### src/hw/spio_params.svh
`ifndef SPIO_PARAMS_SVH
`define SPIO_PARAMS_SVH
// Register byte offsets, one aligned word each
`define SPIO_OFS_E_DATA  8'h00
`define SPIO_OFS_E_DIR   8'h04
`define SPIO_OFS_F_DATA  8'h08
`define SPIO_OFS_F_DIR   8'h0c
`define SPIO_OFS_G_DATA  8'h10
`define SPIO_OFS_G_DIR   8'h14
`define SPIO_OFS_G_PULL  8'h18
`define SPIO_OFS_CTRL    8'h1c
`define SPIO_OFS_STATUS  8'h20
// Implemented pin masks
`define SPIO_MASK_E      8'hff
`define SPIO_MASK_F      8'h07
`define SPIO_MASK_G      8'h06
// Control register fields
`define SPIO_CTRL_SPL    0
`define SPIO_CTRL_PORT_INPUT_CONTROL  1
`define SPIO_CTRL_SEGSEL 8
// Reset values
`define SPIO_RST_BYTE    8'h00
`define SPIO_RST_SEGSEL  8'h00
`endif

### src/hw/spio_pkg.sv
package spio_pkg;
  typedef logic [7:0] spio_byte_t;
  typedef enum logic [1:0] {
    SPIO_IDLE = 2'b01,
    SPIO_ACK  = 2'b10
  } spio_bus_st_t;
endpackage

### src/hw/spio_ports.sv
`timescale 1ns/1ns
`default_nettype none
`include "spio_params.svh"

// Summary of operation
// - Direction 0 makes pin an input
// - Direction 1 drives pin from latch
// - Data writes always latch, reach outputs only
// - Input pin reads pin; READ_MODIFY_WRITE_ACCESS reads latch
// - Output pin reads return latch value
// - Peripheral may drive; reads see pin where direction is 0, latch where 1
// - Peripheral inputs: direction 0, read pin
// - Segment select 1 with input control 1 gives segment output
// - Reset clears all direction bits
// - Standby with pin-state 1 floats pins
// - Standby with pin-state 0 keeps pins
// - Open-drain pin floats when latch 1
// - Port G has pull-up control register
// - Pull-up off while pin drives low
module spio_ports #(
  parameter logic [7:0] OPEN_DRAIN_F = 8'h04
) (
  input  wire logic        CLK,
  input  wire logic        NRST,
  input  wire logic        WB_CYC_I,
  input  wire logic        WB_STB_I,
  input  wire logic        WB_WE_I,
  input  wire logic [7:0]  WB_ADR_I,
  input  wire logic [3:0]  WB_SEL_I,
  input  wire logic [31:0] WB_DAT_I,
  output logic      [31:0] WB_DAT_O,
  output logic             WB_ACK_O,
  input  wire logic        RMW_READ,
  input  wire logic        STANDBY_STOP_WATCH,
  input  wire logic [7:0]  PE_IN,
  output logic      [7:0]  PE_OUT,
  output logic      [7:0]  PE_OE,
  input  wire logic [7:0]  PF_IN,
  output logic      [7:0]  PF_OUT,
  output logic      [7:0]  PF_OE,
  input  wire logic [7:0]  PG_IN,
  output logic      [7:0]  PG_OUT,
  output logic      [7:0]  PG_OE,
  output logic      [7:0]  PG_PULLUP,
  input  wire logic [7:0]  PERI_E_OE,
  input  wire logic [7:0]  PERI_E_OUT,
  input  wire logic [7:0]  SEG_E_OUT,
  output logic      [7:0]  PE_TO_PERI,
  output logic      [7:0]  PF_TO_PERI,
  output logic      [7:0]  PG_TO_PERI
);

  spio_pkg::spio_byte_t e_lat_q, e_dir_q, f_lat_q, f_dir_q;
  spio_pkg::spio_byte_t g_lat_q, g_dir_q, g_pul_q, segsel_q;
  logic                 spl_q, port_input_control_q;
  spio_pkg::spio_bus_st_t st_q;
  logic [7:0] e_s1_q, e_s2_q, e_s3_q, e_pin_q;
  logic [7:0] f_s1_q, f_s2_q, f_s3_q, f_pin_q;
  logic [7:0] g_s1_q, g_s2_q, g_s3_q, g_pin_q;
  logic [7:0] e_oe, f_oe, g_oe, e_drv, f_drv, g_drv;
  logic       req, wr, float_all, hold_pins;
  logic [7:0] e_in, f_in, g_in;

  // Byte write helper honouring the pin mask; lane 0 is checked in wr
  function automatic logic [7:0] wmerge(input logic [7:0] old,
                                        input logic [7:0] nv,
                                        input logic [7:0] msk);
    wmerge = (nv & msk) | (old & ~msk);
  endfunction

  // Read: latch for outputs or READ_MODIFY_WRITE_ACCESS, synchronised pin otherwise
  function automatic logic [7:0] rdport(input logic [7:0] lat,
                                        input logic [7:0] dir,
                                        input logic [7:0] pin,
                                        input logic       read_modify_write_access,
                                        input logic [7:0] msk);
    logic [7:0] sel;
    sel = read_modify_write_access ? 8'hff : dir;
    rdport = ((lat & sel) | (pin & ~sel)) & msk;
  endfunction

  assign req = WB_CYC_I & WB_STB_I & (st_q == spio_pkg::SPIO_IDLE);
  assign wr  = req & WB_WE_I & WB_SEL_I[0];
  assign WB_ACK_O = (st_q == spio_pkg::SPIO_ACK);

  always_ff @(posedge CLK or negedge NRST) begin
    if (!NRST) begin
      st_q <= spio_pkg::SPIO_IDLE;
    end else begin
      case (st_q)
        spio_pkg::SPIO_IDLE: if (req) st_q <= spio_pkg::SPIO_ACK;
        spio_pkg::SPIO_ACK:  st_q <= spio_pkg::SPIO_IDLE;
        default:             st_q <= spio_pkg::SPIO_IDLE;
      endcase
    end
  end

  // Data latches take every write whatever the direction
  always_ff @(posedge CLK or negedge NRST) begin
    if (!NRST) begin
      e_lat_q <= `SPIO_RST_BYTE;
    end else if (wr && WB_ADR_I == `SPIO_OFS_E_DATA) begin
      e_lat_q <= wmerge(e_lat_q, WB_DAT_I[7:0], `SPIO_MASK_E);
    end
  end

  always_ff @(posedge CLK or negedge NRST) begin
    if (!NRST) begin
      f_lat_q <= `SPIO_RST_BYTE;
    end else if (wr && WB_ADR_I == `SPIO_OFS_F_DATA) begin
      f_lat_q <= wmerge(f_lat_q, WB_DAT_I[7:0], `SPIO_MASK_F);
    end
  end

  always_ff @(posedge CLK or negedge NRST) begin
    if (!NRST) begin
      g_lat_q <= `SPIO_RST_BYTE;
    end else if (wr && WB_ADR_I == `SPIO_OFS_G_DATA) begin
      g_lat_q <= wmerge(g_lat_q, WB_DAT_I[7:0], `SPIO_MASK_G);
    end
  end

  // Directions reset to inputs so no pin drives before software asks
  always_ff @(posedge CLK or negedge NRST) begin
    if (!NRST) begin
      e_dir_q <= `SPIO_RST_BYTE;
    end else if (wr && WB_ADR_I == `SPIO_OFS_E_DIR) begin
      e_dir_q <= wmerge(e_dir_q, WB_DAT_I[7:0], `SPIO_MASK_E);
    end
  end

  always_ff @(posedge CLK or negedge NRST) begin
    if (!NRST) begin
      f_dir_q <= `SPIO_RST_BYTE;
    end else if (wr && WB_ADR_I == `SPIO_OFS_F_DIR) begin
      f_dir_q <= wmerge(f_dir_q, WB_DAT_I[7:0], `SPIO_MASK_F);
    end
  end

  always_ff @(posedge CLK or negedge NRST) begin
    if (!NRST) begin
      g_dir_q <= `SPIO_RST_BYTE;
    end else if (wr && WB_ADR_I == `SPIO_OFS_G_DIR) begin
      g_dir_q <= wmerge(g_dir_q, WB_DAT_I[7:0], `SPIO_MASK_G);
    end
  end

  always_ff @(posedge CLK or negedge NRST) begin
    if (!NRST) begin
      g_pul_q <= `SPIO_RST_BYTE;
    end else if (wr && WB_ADR_I == `SPIO_OFS_G_PULL) begin
      g_pul_q <= wmerge(g_pul_q, WB_DAT_I[7:0], `SPIO_MASK_G);
    end
  end

  // Control: standby pin-state and input control sit in lane 0
  always_ff @(posedge CLK or negedge NRST) begin
    if (!NRST) begin
      spl_q   <= 1'b0;
      port_input_control_q <= 1'b0;
    end else if (wr && WB_ADR_I == `SPIO_OFS_CTRL) begin
      spl_q   <= WB_DAT_I[`SPIO_CTRL_SPL];
      port_input_control_q <= WB_DAT_I[`SPIO_CTRL_PORT_INPUT_CONTROL];
    end
  end

  // Segment selects sit in lane 1
  always_ff @(posedge CLK or negedge NRST) begin
    if (!NRST) begin
      segsel_q <= `SPIO_RST_SEGSEL;
    end else if (req && WB_WE_I && WB_SEL_I[1] &&
                 WB_ADR_I == `SPIO_OFS_CTRL) begin
      segsel_q <= WB_DAT_I[`SPIO_CTRL_SEGSEL +: 8];
    end
  end

  // Three-stage pin sampling; level accepted once stages 2 and 3 agree
  always_ff @(posedge CLK or negedge NRST) begin
    if (!NRST) begin
      e_s1_q <= 8'h00;
      e_s2_q <= 8'h00;
      e_s3_q <= 8'h00;
    end else begin
      e_s1_q <= PE_IN;
      e_s2_q <= e_s1_q;
      e_s3_q <= e_s2_q;
    end
  end

  always_ff @(posedge CLK or negedge NRST) begin
    if (!NRST) begin
      f_s1_q <= 8'h00;
      f_s2_q <= 8'h00;
      f_s3_q <= 8'h00;
    end else begin
      f_s1_q <= PF_IN;
      f_s2_q <= f_s1_q;
      f_s3_q <= f_s2_q;
    end
  end

  always_ff @(posedge CLK or negedge NRST) begin
    if (!NRST) begin
      g_s1_q <= 8'h00;
      g_s2_q <= 8'h00;
      g_s3_q <= 8'h00;
    end else begin
      g_s1_q <= PG_IN;
      g_s2_q <= g_s1_q;
      g_s3_q <= g_s2_q;
    end
  end

  genvar i;
  generate
    for (i = 0; i < 8; i++) begin : g_filt
      always_ff @(posedge CLK or negedge NRST) begin
        if (!NRST) begin
          e_pin_q[i] <= 1'b0;
          f_pin_q[i] <= 1'b0;
          g_pin_q[i] <= 1'b0;
        end else begin
          if (e_s2_q[i] == e_s3_q[i]) e_pin_q[i] <= e_s3_q[i];
          if (f_s2_q[i] == f_s3_q[i]) f_pin_q[i] <= f_s3_q[i];
          if (g_s2_q[i] == g_s3_q[i]) g_pin_q[i] <= g_s3_q[i];
        end
      end
    end
  endgenerate

  // Segment drive wins when selected and input control is set; the
  // port driver is expected to be off there, so segments override it
  always_comb begin
    float_all = STANDBY_STOP_WATCH & spl_q;
    e_drv = 8'h00;
    e_oe  = 8'h00;
    for (int b = 0; b < 8; b++) begin
      if (port_input_control_q && segsel_q[b]) begin
        e_drv[b] = SEG_E_OUT[b];
        e_oe[b]  = 1'b1;
      end else if (PERI_E_OE[b]) begin
        e_drv[b] = PERI_E_OUT[b];
        e_oe[b]  = 1'b1;
      end else begin
        e_drv[b] = e_lat_q[b];
        e_oe[b]  = e_dir_q[b];
      end
    end
    f_drv = f_lat_q;
    f_oe  = f_dir_q & ~(OPEN_DRAIN_F & f_lat_q);
    g_drv = g_lat_q;
    g_oe  = g_dir_q;
  end

  // Pin-state 0 in standby freezes every pin output where it stands
  assign hold_pins = STANDBY_STOP_WATCH & ~spl_q;

  always_ff @(posedge CLK or negedge NRST) begin
    if (!NRST) begin
      PE_OUT <= 8'h00;
      PE_OE  <= 8'h00;
    end else if (!hold_pins) begin
      PE_OUT <= e_drv;
      PE_OE  <= float_all ? 8'h00 : (e_oe & `SPIO_MASK_E);
    end
  end

  always_ff @(posedge CLK or negedge NRST) begin
    if (!NRST) begin
      PF_OUT <= 8'h00;
      PF_OE  <= 8'h00;
    end else if (!hold_pins) begin
      PF_OUT <= f_drv & `SPIO_MASK_F;
      PF_OE  <= float_all ? 8'h00 : (f_oe & `SPIO_MASK_F);
    end
  end

  always_ff @(posedge CLK or negedge NRST) begin
    if (!NRST) begin
      PG_OUT <= 8'h00;
      PG_OE  <= 8'h00;
    end else if (!hold_pins) begin
      PG_OUT <= g_drv & `SPIO_MASK_G;
      PG_OE  <= float_all ? 8'h00 : (g_oe & `SPIO_MASK_G);
    end
  end

  // Pull-up shares the freeze; dropped while the pin drives low
  always_ff @(posedge CLK or negedge NRST) begin
    if (!NRST) begin
      PG_PULLUP <= 8'h00;
    end else if (!hold_pins) begin
      PG_PULLUP <= float_all ? 8'h00 :
                   (g_pul_q & ~(g_oe & ~g_drv) & `SPIO_MASK_G);
    end
  end

  // Inputs to peripherals are blocked low in floating standby
  assign e_in = float_all ? 8'h00 : e_pin_q;
  assign f_in = float_all ? 8'h00 : (f_pin_q & `SPIO_MASK_F);
  assign g_in = float_all ? 8'h00 : (g_pin_q & `SPIO_MASK_G);

  always_ff @(posedge CLK or negedge NRST) begin
    if (!NRST) begin
      PE_TO_PERI <= 8'h00;
      PF_TO_PERI <= 8'h00;
      PG_TO_PERI <= 8'h00;
    end else begin
      PE_TO_PERI <= e_in;
      PF_TO_PERI <= f_in;
      PG_TO_PERI <= g_in;
    end
  end

  always_ff @(posedge CLK or negedge NRST) begin
    if (!NRST) begin
      WB_DAT_O <= 32'h0000_0000;
    end else if (req && !WB_WE_I) begin
      if (WB_ADR_I == `SPIO_OFS_E_DATA) begin
        WB_DAT_O <= {24'h0, rdport(e_lat_q, e_dir_q, e_in,
                                   RMW_READ, `SPIO_MASK_E)};
      end else if (WB_ADR_I == `SPIO_OFS_F_DATA) begin
        WB_DAT_O <= {24'h0, rdport(f_lat_q, f_dir_q, f_in,
                                   RMW_READ, `SPIO_MASK_F)};
      end else if (WB_ADR_I == `SPIO_OFS_G_DATA) begin
        WB_DAT_O <= {24'h0, rdport(g_lat_q, g_dir_q, g_in,
                                   RMW_READ, `SPIO_MASK_G)};
      end else if (WB_ADR_I == `SPIO_OFS_E_DIR) begin
        WB_DAT_O <= {24'h0, e_dir_q};
      end else if (WB_ADR_I == `SPIO_OFS_F_DIR) begin
        WB_DAT_O <= {24'h0, f_dir_q};
      end else if (WB_ADR_I == `SPIO_OFS_G_DIR) begin
        WB_DAT_O <= {24'h0, g_dir_q};
      end else if (WB_ADR_I == `SPIO_OFS_G_PULL) begin
        WB_DAT_O <= {24'h0, g_pul_q};
      end else if (WB_ADR_I == `SPIO_OFS_CTRL) begin
        WB_DAT_O <= {16'h0, segsel_q, 6'h0, port_input_control_q, spl_q};
      end else if (WB_ADR_I == `SPIO_OFS_STATUS) begin
        WB_DAT_O <= {31'h0, float_all};
      end else begin
        WB_DAT_O <= 32'h0000_0000;
      end
    end
  end

endmodule // spio_ports
`default_nettype wire

### config.mk
export PLATFORM = sky130hd
export DESIGN_NAME = spio_ports
export DESIGN_NICKNAME = d
export VERILOG_FILES = /design/src/hw/spio_pkg.sv /design/src/hw/spio_ports.sv
export VERILOG_INCLUDE_DIRS = /design/src /design/src/hw
export SDC_FILE = /design/constraint.sdc
export NUM_CORES = 1
export LEC_CHECK = 0
export ABC_AREA = 1
export BUFFER_PORTS_ARGS = -buffer_cell sky130_fd_sc_hd__clkbuf_2
export CORE_MARGIN = 5
export CORE_UTILIZATION = 55
export DETAILED_ROUTE_END_ITERATION = 6
export GPL_ROUTABILITY_DRIVEN = 0
export GPL_TIMING_DRIVEN = 0
export PLACE_DENSITY = 0.86
export SYNTH_ARGS = -nofsm -noshare
export SYNTH_HDL_FRONTEND = slang
export SYNTH_SLANG_ARGS = --single-unit
### constraint.sdc
create_clock -name CLK -period 3.5 [get_ports CLK]
set_input_delay 0.875 -clock CLK [delete_from_list [all_inputs] [get_ports CLK]]
set_output_delay 0.875 -clock CLK [all_outputs]
set_load 0.02 [all_outputs]
==> flow_summary_export.csv <==
group,metric,value,unit
run_status,status,"completed",
global_routing,grt_pass1_vias,4978,
global_routing,grt_overflow,0,
pwr,pwr-share-seq,0.454,
yosys,synth_seq_cells,149,
cts,clk_latency,0.40,ns
drt,vias_per_cell,4.95,
drt,first_pass_iters,6,
floorplan,die_area,13900,um^2
yosys,synth-main-ff-cell,"dfrtp_1",
yosys,ys_warn_count,0,
timing,period_needed,1.99,ns
yosys,yosys.area.top_type,"dfrtp_1",
placement,hpwl,11300,um
floorplan,die_h,118,um
timing,max_freq,502,MHz
cts,clkSlewWorstSetupHoldPaths,0.06,ns
yosys,synthArstFlopShare,1.00,
pwr,p_per_area,504,nW/um^2
global_routing,grt_max_degree,93,
floorplan,core_area,11400,um^2
drt,vias,4958,
critical_path,crit_required,2.62,ns
global_routing,grt_util_all_layers,0.219,
critical_path,crit_slowest_cell,"dfstp_2",
floorplan,die_w,118,um
timing,setup-tns-final,0,ns
cts,cts_hold_buf,0,
floorplan,ios,212,
timing,maxSlewHeadroom,0.654,
yosys,yosys.area_share.simple,0.170,
global_routing,antenna_found_initial,0,
cts,cts.path.max_buffers,2,
yosys,yosysUniqueCellTypes,40,
yosys,synth.mux.area_fraction,0.0174,
pwr,comb_power_share,0.106,
placement,port_buffers,126,
yosys,syn_inst,645,
yosys,synth_edf_count,0,
timing,fin_skew,0.00685,ns
pwr,clock_power_share,0.440,
cts,cts_buffers,17,
pwr,p_sw_frac,0.261,
critical_path,worst_setup_path_start_kind,"flop",
global_routing,grt_pass1_wl,24700,um
critical_path,cp_top_family,"flip-flops",
pwr,ir_drop,0.000336,V
yosys,yosysTopAreaCellShare,0.577,
layout,final_nets,944,
yosys,synthesis.area,6410,um^2
layout,areaGrowthSynthToFinish,25.6,%
cts,cts.repair.resized,0,
critical_path,cpPeakStageDelay,0.53,ns
cts,cts.sinks,149,
layout,drive_gt1_frac,0.322,
critical_path,critPathBufInv,1,
pwr,power.net_switching,1.06,mW
yosys,yosys-top-cells-count,"dfrtp_1 (148), nand2_1 (124), inv_1 (59)",
floorplan,rows,39,
pwr,p_leak,4.29,nW
timing,finalSetupViolations,0,
yosys,yosysSeqAreaShare,0.581,
drt,drtIter0Drc,428,
critical_path,crit_path_cell_trace,"nor2_1 > clkbuf_2",
yosys,synth_top_family_by_area,"simple AND/OR/NAND/NOR gates",
pwr,p_int,3.00,mW
cts,cts_tree,"yes",
timing,period_share,0.569,
cts,ctsHtreeMaxLevel,4,
drt,routedWlPerCell,15.0,um
yosys,synthXorXnorAreaFrac,0,
cts,postCtsSetupRepairBufs,0,
drt,routed_wl,15000,um
yosys,synth_area_leaders,"dfrtp_1 (58%), nand2_1 (7.3%), buf_4 (6.6%)",
min_path,hp-class,"flop to flop",
yosys,syn_avg_cell_area,9.95,um^2
critical_path,worst-path-max-fanout,2,
flow_run,drv_cap,0,
timing,rsz0062_at_grt,"no",
timing,holdWs,0.347,ns
drt,drc_errors,0,
yosys,synth_adder_area_share,0.0203,
layout,antenna_cells,0,
critical_path,crit_type,"flop to output port",
yosys,yosysMostFrequentCell,"dfrtp_1",
timing,finalHoldViolCount,0,
critical_path,end_kind,"output port",
critical_path,cp.arrival,1.12,ns
drt,ant_nets,0,
yosys,synth-compound-area-share,0.0952,
timing,tightest_slew,0.519,ns
layout,nFillCells,869,
timing,drv_slew,0,
cts,cts-root-buf,"clkbuf_16",
floorplan,start_util,0.562,
==> cell families (layout without fill, tap and decap cells) <==
family	Yosys count	in the layout
fa+ha+maj	13	13
other cells	1	55
flops	149	149
simple gates	244	244
mux	10	10
compound gates	94	94
buf+inv	134	293
==> power by group through the flow <==
stage / Sequential, mW / Clock (mW) / Combinational, mW
detailed placement: 1.88 / 0 / 0.429
global route: 1.85 / 1.90 / 0.474
floorplan: 1.92 / 0 / 0.215
CTS: 1.85 / 1.81 / 0.432
global placement: 1.87 / 0 / 0.418
finish: 1.85 / 1.79 / 0.432
==> flip-flops by register name, indices dropped and copies added (netlist names), 3 cells and up <==
signal	flops
PF_OE	3
e_lat_q	8
e_dir_q	8
PF_TO_PERI	3
segsel_q	8
f_dir_q	3
PE_OE	8
f_s1_q	3
PE_OUT	8
e_s1_q	8
e_pin_q	8
WB_DAT_O	16
PE_TO_PERI	8
f_s2_q	3
PF_OUT	3
f_s3_q	3
f_drv	3
f_pin_q	3
e_s2_q	8
e_s3_q	8
==> stage by stage <==
| step | instance area [um^2] | cells | total power, mW | setup slack (ns) | utilization |
|---|---|---|---|---|---|
| after floorplan | 6620 | 699 | 2.14 | 1.66 | - |
| after global placement | 7430 | 968 | 2.29 | -0.844 | 0.650 |
| after detailed placement | 7460 | 969 | 2.31 | 1.27 | 0.654 |
| after CTS | 8060 | 1001 | 4.09 | 1.49 | 0.706 |
| after global routing | 8060 | 1001 | 4.23 | 1.46 | 0.706 |
| final | 8060 | 1001 | 4.06 | 1.51 | 0.706 |
==> per-layer routing <==
metal,GRT usage,routed length (um),part of all wire,vias to the layer above
met5,0,0,0,-
met4,0.0695,283,0.019,0
met3,0.0687,1410,0.094,26
met2,0.357,7290,0.49,241
met1,0.279,6040,0.40,2288
li1,-,-,-,2403
==> area by class of cell <==
type | count | area [um^2] | share of cell area
Timing Repair Buffer | 127 | 667 | 0.0828
Sequential cell | 149 | 3730 | 0.463
Buffer | 71 | 499 | 0.0619
Multi-Input combinational cell | 416 | 2150 | 0.267
Clock inverter | 13 | 143 | 0.0177
Tap cell | 143 | 179 | 0.0222
Clock buffer | 19 | 453 | 0.0562
Inverter | 63 | 239 | 0.0297
==> final timing paths <==
| kind | start | end | slack [ns] | cells after the start |
|---|---|---|---|---|
| worst min register to register | g_s1_q[2] | g_s2_q[2] | 0.35 | 0 |
| worst max-delay path | st_q[0] | WB_ACK_O | 1.51 | 2 |
| min in group asynchronous | NRST | e_s1_q[6] | 0.43 | 1 |
| worst min-delay path | g_s1_q[2] | g_s2_q[2] | 0.35 | 0 |
| worst max register to register | st_q[0] | WB_DAT_O[9] | 1.57 | 8 |
| max in group asynchronous | NRST | st_q[0] | 2.25 | 2 |
==> cell usage in the layout (no fill, tap or decap), drive strengths merged <==
cell type,synthesis,layout
o21ai,51,51
a21oi,12,12
nor2,63,63
dfstp,1,1
mux2i,1,1
a31oi,6,6
o21a,1,1
clkbuf,4,149
or2,1,1
inv,62,67
nand2,128,128
dfrtp,148,148
o31ai,2,2
bufinv,0,1
nor3,2,2
o311ai,2,2
a31o,8,8
nand4,3,3
a21boi,1,1
clkinvlp,0,3
nand3,47,47
buf,67,68
conb,1,55
o22ai,2,2
clkinv,1,5
mux2,9,9
o211ai,9,9
maj3,13,13
(Power assumes the default switching activity.)
